$ cat src/design/sbig_map.vh
// register offsets, field positions, reset values and frame lengths of the break/idle transmitter
`ifndef SBIG_MAP_VH
`define SBIG_MAP_VH
`define SBIG_OFF_CTRL 4'h0
`define SBIG_OFF_BAUD 4'h4
`define SBIG_OFF_STAT 4'h8
`define SBIG_OFF_DATA 4'hC
`define SBIG_CTRL_TE 0
`define SBIG_CTRL_SBK 1
`define SBIG_CTRL_M 2
`define SBIG_CTRL_LINE 3
`define SBIG_CTRL_RST 4'h0
`define SBIG_BAUD_RST 16'h0363
`define SBIG_BRK_SCI8 5'h0A
`define SBIG_BRK_SCI9 5'h0B
`define SBIG_BRK_LIN 5'h0D
`define SBIG_IDLE8 5'h0A
`define SBIG_IDLE9 5'h0B
`endif

$ cat src/design/sbig_baud_tick.v
// baud tick divider: one pulse per bit time
`timescale 1ns/1ns
module sbig_baud_tick #(
  parameter WIDTH = 16
) (
  input wire clk_i,
  input wire rst_i,
  input wire run_i,
  input wire [WIDTH-1:0] divisor_i,
  output reg tick_o
);
  reg [WIDTH-1:0] cnt;
  // count restarts whenever the transmitter idles so bits align to a start
  always @(posedge clk_i or posedge rst_i) begin
    if (rst_i) begin
      cnt <= {WIDTH{1'b0}};
      tick_o <= 1'b0;
    end else if (!run_i) begin
      cnt <= {WIDTH{1'b0}};
      tick_o <= 1'b0;
    end else if (cnt >= divisor_i) begin
      cnt <= {WIDTH{1'b0}};
      tick_o <= 1'b1;
    end else begin
      cnt <= cnt + {{(WIDTH-1){1'b0}}, 1'b1};
      tick_o <= 1'b0;
    end
  end
endmodule // sbig_baud_tick

$ cat src/design/sbig_shift.v
// shift register holding the current frame pattern, lsb first
`timescale 1ns/1ns
module sbig_shift (
  input wire clk_i,
  input wire rst_i,
  input wire load_i,
  input wire [12:0] pattern_i,
  input wire shift_i,
  output wire line_o
);
  reg [12:0] sreg;
  // ones shift in so the line falls back to idle-high
  always @(posedge clk_i or posedge rst_i) begin
    if (rst_i) begin
      sreg <= 13'h1FFF;
    end else if (load_i) begin
      sreg <= pattern_i;
    end else if (shift_i) begin
      sreg <= {1'b1, sreg[12:1]};
    end
  end
  assign line_o = sreg[0];
endmodule // sbig_shift

$ cat src/design/sbig_tx.v
// break and idle frame transmitter with wishbone control registers
`timescale 1ns/1ns
`include "sbig_map.vh"
// Functional notes
// - set then clear break sends one break
// - 8-bit frames without line enable give 10-bit break
// - 9-bit frames give 11-bit break
// - held break request repeats break characters
// - line enable with 8-bit means lin master
// - lin master break lasts 13 bits
// - enable off-then-on queues one idle character
// - idle ahead of break is 10 bits with 8-bit frames, 11 bits with 9-bit frames
module sbig_tx #(
  parameter BAUD_W = 16
) (
  input wire clk_i,
  input wire rst_i,
  input wire cyc_i,
  input wire stb_i,
  input wire we_i,
  input wire [3:0] adr_i,
  input wire [3:0] sel_i,
  input wire [31:0] dat_i,
  output reg [31:0] dat_o,
  output reg ack_o,
  output reg tx_data_o
);
  // sequencer states
  localparam ST_IDLE = 3'h0;
  localparam ST_IDLEC = 3'h1;
  localparam ST_BRK = 3'h2;
  localparam ST_STOP = 3'h3;
  localparam ST_DATA = 3'h4;

  // control bits as software last wrote them
  reg transmitter_enable;
  reg send_break_request;
  reg word_nine;
  reg line_enable;
  reg [BAUD_W-1:0] baud_div;
  // requests waiting for the sequencer
  reg idle_pend;
  reg brk_pend;
  reg data_pend;
  reg [8:0] data_hold;
  // sequencer and frame shifter control
  reg [2:0] state;
  reg [4:0] bit_cnt;
  reg load;
  reg [12:0] pattern;
  reg [15:0] brk_count;
  wire tick;
  wire line;
  // bus decode
  wire req;
  wire rd_req;
  wire wr_req;
  wire wr_ctrl;
  wire wr_baud;
  wire wr_data;
  wire new_te;
  wire new_sbk;
  // sequencer decode
  wire lin_master;
  wire seq_free;
  wire start_idle;
  wire start_brk;
  wire start_data;
  wire [31:0] ctrl_word;
  wire [31:0] stat_word;

  // break length from mode; lin master wins over word length
  function [4:0] brk_len;
    input lin;
    input nine;
    begin
      if (lin) brk_len = `SBIG_BRK_LIN;
      else if (nine) brk_len = `SBIG_BRK_SCI9;
      else brk_len = `SBIG_BRK_SCI8;
    end
  endfunction

  // bit times of an idle or a data character for the word length
  function [4:0] frame_len;
    input nine;
    begin
      if (nine) frame_len = `SBIG_IDLE9;
      else frame_len = `SBIG_IDLE8;
    end
  endfunction

  // break pattern: low len bits zero, ones above them
  // the shifter itself returns the line high after exactly len bits,
  // so no reload edge stretches the break by a clock
  function [12:0] brk_pattern;
    input [4:0] len;
    begin
      brk_pattern = ~((13'h0001 << len) - 13'h0001);
    end
  endfunction

  // data frame: start bit low, data lsb first, stop bits high above
  function [12:0] data_pattern;
    input nine;
    input [8:0] hold;
    begin
      if (nine) data_pattern = {3'h7, hold, 1'b0};
      else data_pattern = {4'hF, hold[7:0], 1'b0};
    end
  endfunction

  // bus request decode; ack low keeps one request from being taken twice
  assign req = cyc_i & stb_i & ~ack_o;
  assign rd_req = req & ~we_i;
  assign wr_req = req & we_i;
  assign wr_ctrl = wr_req & sel_i[0] & (adr_i == `SBIG_OFF_CTRL);
  assign wr_baud = wr_req & (adr_i == `SBIG_OFF_BAUD);
  assign wr_data = wr_req & sel_i[0] & (adr_i == `SBIG_OFF_DATA);
  assign new_te = dat_i[`SBIG_CTRL_TE];
  assign new_sbk = dat_i[`SBIG_CTRL_SBK];

  // readable words
  assign ctrl_word = {28'h0000000, line_enable, word_nine, send_break_request,
                      transmitter_enable};
  assign stat_word = {brk_count, 8'h00, lin_master, idle_pend, brk_pend, data_pend,
                      1'b0, state};

  // sequencer start decode; idle first, then break, then data
  assign lin_master = line_enable & ~word_nine;
  assign seq_free = (state == ST_IDLE) & transmitter_enable;
  assign start_idle = seq_free & idle_pend;
  assign start_brk = seq_free & ~idle_pend & (brk_pend | send_break_request);
  assign start_data = seq_free & ~idle_pend & ~brk_pend & ~send_break_request & data_pend;

  sbig_baud_tick #(.WIDTH(BAUD_W)) u_tick (
    .clk_i(clk_i),
    .rst_i(rst_i),
    .run_i(state != ST_IDLE),
    .divisor_i(baud_div),
    .tick_o(tick)
  );

  sbig_shift u_shift (
    .clk_i(clk_i),
    .rst_i(rst_i),
    .load_i(load),
    .pattern_i(pattern),
    .shift_i(tick),
    .line_o(line)
  );

  // handshake: one ack per taken request, dropped the cycle after
  always @(posedge clk_i or posedge rst_i) begin
    if (rst_i) begin
      ack_o <= 1'b0;
    end else begin
      ack_o <= req;
    end
  end

  // read mux: registered so data stands with ack, unmapped reads zero
  always @(posedge clk_i or posedge rst_i) begin
    if (rst_i) begin
      dat_o <= 32'h0000_0000;
    end else if (rd_req) begin
      case (adr_i)
        `SBIG_OFF_CTRL: dat_o <= ctrl_word;
        `SBIG_OFF_BAUD: dat_o <= {{(32-BAUD_W){1'b0}}, baud_div};
        `SBIG_OFF_STAT: dat_o <= stat_word;
        default: dat_o <= 32'h0000_0000;
      endcase
    end
  end

  // control bits; byte 0 only, the other lanes are ignored
  always @(posedge clk_i or posedge rst_i) begin
    if (rst_i) begin
      transmitter_enable <= 1'b0;
      send_break_request <= 1'b0;
      word_nine <= 1'b0;
      line_enable <= 1'b0;
    end else if (wr_ctrl) begin
      transmitter_enable <= new_te;
      send_break_request <= new_sbk;
      word_nine <= dat_i[`SBIG_CTRL_M];
      line_enable <= dat_i[`SBIG_CTRL_LINE];
    end
  end

  // baud divisor per byte lane; a new value applies at once, to the bit in progress
  always @(posedge clk_i or posedge rst_i) begin
    if (rst_i) begin
      baud_div <= `SBIG_BAUD_RST;
    end else if (wr_baud) begin
      if (sel_i[0]) baud_div[7:0] <= dat_i[7:0];
      if (sel_i[1]) baud_div[BAUD_W-1:8] <= dat_i[BAUD_W-1:8];
    end
  end

  // data byte, ninth bit only when lane 1 is written too
  always @(posedge clk_i or posedge rst_i) begin
    if (rst_i) begin
      data_hold <= 9'h000;
    end else if (wr_data) begin
      data_hold <= {sel_i[1] & dat_i[8], dat_i[7:0]};
    end
  end

  // rising enable queues an idle; set wins over the sequencer taking it
  always @(posedge clk_i or posedge rst_i) begin
    if (rst_i) begin
      idle_pend <= 1'b0;
    end else if (wr_ctrl && new_te && !transmitter_enable) begin
      idle_pend <= 1'b1;
    end else if (start_idle) begin
      idle_pend <= 1'b0;
    end
  end

  // only the rising edge of the request queues a break, so a
  // set-then-clear pulse shorter than a frame still sends exactly one
  always @(posedge clk_i or posedge rst_i) begin
    if (rst_i) begin
      brk_pend <= 1'b0;
    end else if (wr_ctrl && new_sbk && !send_break_request) begin
      brk_pend <= 1'b1;
    end else if (start_brk) begin
      brk_pend <= 1'b0;
    end
  end

  // a data write queues one frame; a second write before it starts
  // overwrites the byte, since nothing is buffered beyond one word
  always @(posedge clk_i or posedge rst_i) begin
    if (rst_i) begin
      data_pend <= 1'b0;
    end else if (wr_data) begin
      data_pend <= 1'b1;
    end else if (start_data) begin
      data_pend <= 1'b0;
    end
  end

  // line register; a disabled transmitter leaves the line idle-high
  always @(posedge clk_i or posedge rst_i) begin
    if (rst_i) begin
      tx_data_o <= 1'b1;
    end else begin
      tx_data_o <= transmitter_enable ? line : 1'b1;
    end
  end

  // frame sequencer; load is a one-cycle strobe to the shifter
  always @(posedge clk_i or posedge rst_i) begin
    if (rst_i) begin
      state <= ST_IDLE;
      bit_cnt <= 5'h00;
      load <= 1'b0;
      pattern <= 13'h1FFF;
      brk_count <= 16'h0000;
    end else begin
      load <= 1'b0;
      case (state)
        ST_IDLE: begin
          if (start_idle) begin
            // idle goes first so the following break starts clean
            pattern <= 13'h1FFF;
            bit_cnt <= frame_len(word_nine);
            load <= 1'b1;
            state <= ST_IDLEC;
          end else if (start_brk) begin
            // held request starts another break back to back
            pattern <= brk_pattern(brk_len(lin_master, word_nine));
            bit_cnt <= brk_len(lin_master, word_nine);
            load <= 1'b1;
            state <= ST_BRK;
          end else if (start_data) begin
            pattern <= data_pattern(word_nine, data_hold);
            bit_cnt <= frame_len(word_nine);
            load <= 1'b1;
            state <= ST_DATA;
          end
        end
        ST_IDLEC, ST_DATA: begin
          if (tick) begin
            if (bit_cnt == 5'h01) state <= ST_IDLE;
            bit_cnt <= bit_cnt - 5'h01;
          end
        end
        ST_BRK: begin
          // line stays low the full count, no early exit on request clear
          if (tick) begin
            if (bit_cnt == 5'h01) begin
              brk_count <= brk_count + 16'h0001;
              state <= ST_STOP;
            end
            bit_cnt <= bit_cnt - 5'h01;
          end
        end
        ST_STOP: begin
          // shifter now shows ones: one full stop bit before the next frame
          if (tick) state <= ST_IDLE;
        end
        default: state <= ST_IDLE;
      endcase
      // a disabled transmitter abandons idle and data frames at once;
      // a break in flight still counts out in full, though the line register already drives the line high
      if (!transmitter_enable && state != ST_IDLE && state != ST_BRK) begin
        state <= ST_IDLE;
      end
    end
  end
endmodule // sbig_tx

$ cat config.mk
export PLATFORM = sky130hd
export DESIGN_NAME = sbig_tx
export DESIGN_NICKNAME = d
export VERILOG_FILES = /design/src/design/sbig_baud_tick.v /design/src/design/sbig_shift.v /design/src/design/sbig_tx.v
export VERILOG_INCLUDE_DIRS = /design/src /design/src/design
export SDC_FILE = /design/constraint.sdc
export NUM_CORES = 1
export LEC_CHECK = 0
export ABC_AREA = 0
export BUFFER_PORTS_ARGS = -buffer_cell sky130_fd_sc_hd__buf_4
export CAP_MARGIN = 20
export CORE_UTILIZATION = 50
export CTS_BUF_LIST = sky130_fd_sc_hd__clkbuf_4 sky130_fd_sc_hd__clkbuf_8
export DETAILED_ROUTE_END_ITERATION = 10
export HOLD_SLACK_MARGIN = 0.06
export PLACE_DENSITY = 0.77
export SLEW_MARGIN = 20
export SYNTH_ARGS = -nofsm -noshare
export SYNTH_HDL_FRONTEND = slang
export SYNTH_HIERARCHICAL = 1
export SYNTH_SLANG_ARGS = --single-unit
$ cat constraint.sdc
create_clock -name clk_i -period 3.05 [get_ports clk_i]
set_input_delay 0.61 -clock clk_i [delete_from_list [all_inputs] [get_ports clk_i]]
set_output_delay 0.61 -clock clk_i [all_outputs]
set_load 0.05 [all_outputs]
==> out/metrics.cfg <==
[sta]
max-slew-margin-rel=0.509
hold_viol=0
max_freq_ghz=0.443
worst_pin_slew_ns=0.733
min_period_over_period=0.741
maxSlewViolCount=0
setup_violations=0
min_period_ns=2.26
fin_skew_ns=0.0110
rsz0062_at_grt=false
tns_ns=0

[cts]
clockRootBuffer=clkbuf_8
clk_pin_slew_ns=0.07
cts_tree=done
cts_hold_buf=0
cts_max_level=4
clkLatencyLatePin_ns=0.45
cts_setup_buffers=0
cts.sinks=133
clockBufferDepth=2
ctsResizeCount=0
numCtsBuffers=17

[global_route]
grt_max_degree=104
grt_usage=0.213
grt_pass1_vias=4413
grt_pass1_wl_mm=21.6
grt_overflow=0
antenna_found_initial=0

[critical_path]
crit_fanout=16
worst_path_largest_cell_delay_ns=0.56
crit_arrival_ns=2.63
critPathLaunchType=register
rrSetupSlack_ns=0.79
crit_slowest_cell=dfstp_2
r2r_start=baud_div[6]
crit_path_end=u_tick/cnt[2]
crit_type=register to register
crit_start=baud_div[6]
reg2regPathDepth=7
r2r_end=u_tick/cnt[2]
crit_required_ns=3.42
path_cells=inv_1, ha_1, and3_1, a221oi_2, o31ai_1, a211o_4, nor2_1
critPathCaptureType=register

[synthesis]
synth_edf_count=0
synth_top_cell_by_area=dfrtp_1
synth.area.top_cells=dfrtp_1 39%, dfstp_2 13%, nand2_1 4.1%
synth_ff_type=dfrtp_1
synth_cell_types=63
synth_top_area_frac=0.392
avgSynthCellArea_um2=11.3
yosys_warnings=6
ys_seq_area_frac=0.523
syn-cell-area_um2=6440
postSynthCellCount=572
synth_seq_cells=133
syn-num-nets=637
async_reset_ff_frac=1.00

[floorplanning]
die_area_um2=13300
io_pins=79
dieWidth_um=116
die_y_um=116
core_um2=12600
rows=41
start_util=0.513

[route]
wl_met3_um=571
top_layer=met4
totalWireLength_mm=12.8
route.layer.met1.wl_mm=5.65
drt_pass1_iterations=4
vias=4425
drt-vias-per-instance=5.44
ant_nets=0
met2_wirelength_mm=6.33
post_drt_wl_per_cell_um=15.7
dr.first_iter.drc_count=275
drcViolationCount=0

[run]
cap_violations=0

[cells_and_area]
drive_above_1_share=0.255
final_util=0.592
syn_to_final_growth_pct=15.6
layout.nets=694
num_antenna_cells=0

[power_and_ir_drop]
power.internal_mw=3.45
power.leakage_nw=3.45
pwr-share-seq=0.487
p_comb_frac=0.186
swShare=0.296
power-per-cell-area_nw_per_um2=658
finalPower_mw=4.90
vdd_drop_max_mv=0.400
clockPowerShare=0.327
p_sw_mw=1.45

[place]
routabilityCongestion=0.824
dp_hpwl_mm=9.06
port_buffers=60

[hold_path]
hold_class=input pin to async pin

[run_status]
status=finished clean

==> how the worst min path moves through the flow <==
stage / to / slack, ns / cells after the start
final: data_hold[2] / 0.29 / 3
after global placement: pattern[0] / 0.45 / 2
after detailed placement: pattern[0] / 0.46 / 2
after CTS: u_tick/tick_o / 0.30 / 2
after floorplan: pattern[0] / 0.44 / 2
after global routing: u_tick/tick_o / 0.32 / 2
==> layout make-up <==
type / count / area [um^2]
fillers: 1031 / 5120
flip-flops and latches: 133 / 3370
multi-input cells: 381 / 2800
repair buffers: 65 / 500
clock buffers: 19 / 255
well taps: 172 / 215
clock inverters: 13 / 181
inverters: 31 / 120
==> metal layers <==
metal  track usage  vias to the layer above
met4        0.0900                        0
met3        0.0413                       22
met2         0.347                       92
li1              -                     2117
met1         0.279                     2194
met5             0                        -
==> placed cells by master (no fill, tap or decap), types with 4 or more instances in the layout <==
cell / netlist / layout
a211oi_1: 5 / 5
a21oi_1: 6 / 6
a22o_1: 8 / 8
and3_1: 6 / 6
and4_1: 11 / 11
buf_4: 3 / 64
bufinv_16: 0 / 4
clkbuf_8: 0 / 18
clkinv_2: 0 / 4
dfrtp_1: 101 / 101
dfstp_2: 32 / 32
ha_1: 20 / 20
inv_1: 30 / 29
mux2_1: 22 / 22
mux2_2: 5 / 5
mux2i_1: 24 / 24
nand2_1: 71 / 71
nand2b_1: 6 / 6
nand3_1: 28 / 28
nand4_1: 9 / 9
nor2_1: 28 / 28
nor2_4: 9 / 9
o21ai_0: 18 / 18
o21ai_1: 17 / 17
o31ai_1: 4 / 4
xnor2_1: 15 / 15
xor2_1: 16 / 16
==> state kept, by name, indices dropped and copies added (netlist names), 3 cells and up <==
name,flops
baud_div,16
bit_cnt,5
brk_count,16
dat_o,32
data_hold,9
pattern,12
state,3
u_shift/sreg,13
u_tick/cnt,16
==> Yosys cell counts, types with 3 or more instances <==
cell / number
mux2_1: 22
o21ai_1: 17
mux2_2: 5
o21a_1: 3
a211oi_1: 5
buf_1: 3
inv_1: 30
nor4b_2: 3
nand4_1: 9
nand3_1: 28
o31ai_1: 4
a22o_1: 8
nand2_1: 71
o21ai_0: 18
a221oi_1: 3
nor2_4: 9
nor2_1: 28
mux2i_1: 24
buf_2: 10
dfstp_2: 32
a21oi_1: 6
o22ai_1: 3
ha_1: 20
buf_4: 3
xor2_1: 16
nand2b_1: 6
and3_1: 6
and4_1: 11
nor2b_1: 3
clkbuf_1: 8
xnor2_1: 15
nor3b_1: 3
dfrtp_1: 101
==> power groups by stage <==
stage	clock, mW	combinational (mW)	sequential [mW]
after floorplan	0	0.743	2.37
after global placement	0	0.856	2.39
after detailed placement	0	0.904	2.41
after CTS	1.64	0.916	2.38
after global routing	1.70	1.02	2.43
final	1.60	0.910	2.38
==> cells by family (layout without fill, tap and decap cells) <==
logic type / after synthesis / in the layout / synth area share
and+or+nand+nor: 195 / 195 / 0.176
AOI/OAI and AO/OA: 84 / 84 / 0.0924
buffers and inverters: 58 / 128 / 0.0437
muxes: 51 / 51 / 0.0845
DFF: 133 / 133 / 0.523
adders and majority gates: 20 / 20 / 0.0388
xor gates and xnor gates: 31 / 31 / 0.0421
==> critical path, delay by kind of cell (launching register included) <==
| family | cells | cell delay (ns) |
|---|---|---|
| flip-flops | 1 | 0.56 |
| AO/OA/AOI/OAI | 3 | 0.90 |
| AND/OR/NAND/NOR | 2 | 0.36 |
| adder cells (fa/ha/maj) | 1 | 0.30 |
| buffers and inverters | 1 | 0.05 |
==> through the flow <==
stage	instance area (um^2)	std cells	hold slack [ns]	setup WS [ns]
final	7440	814	0.290	0.791
after global routing	7440	814	0.323	0.668
after CTS	7440	814	0.299	0.799
after detailed placement	7010	782	0.457	0.816
after global placement	7010	782	0.451	0.863
after floorplan	6450	572	0.439	0.968
Note: power is estimated with default switching activity, not from simulation.
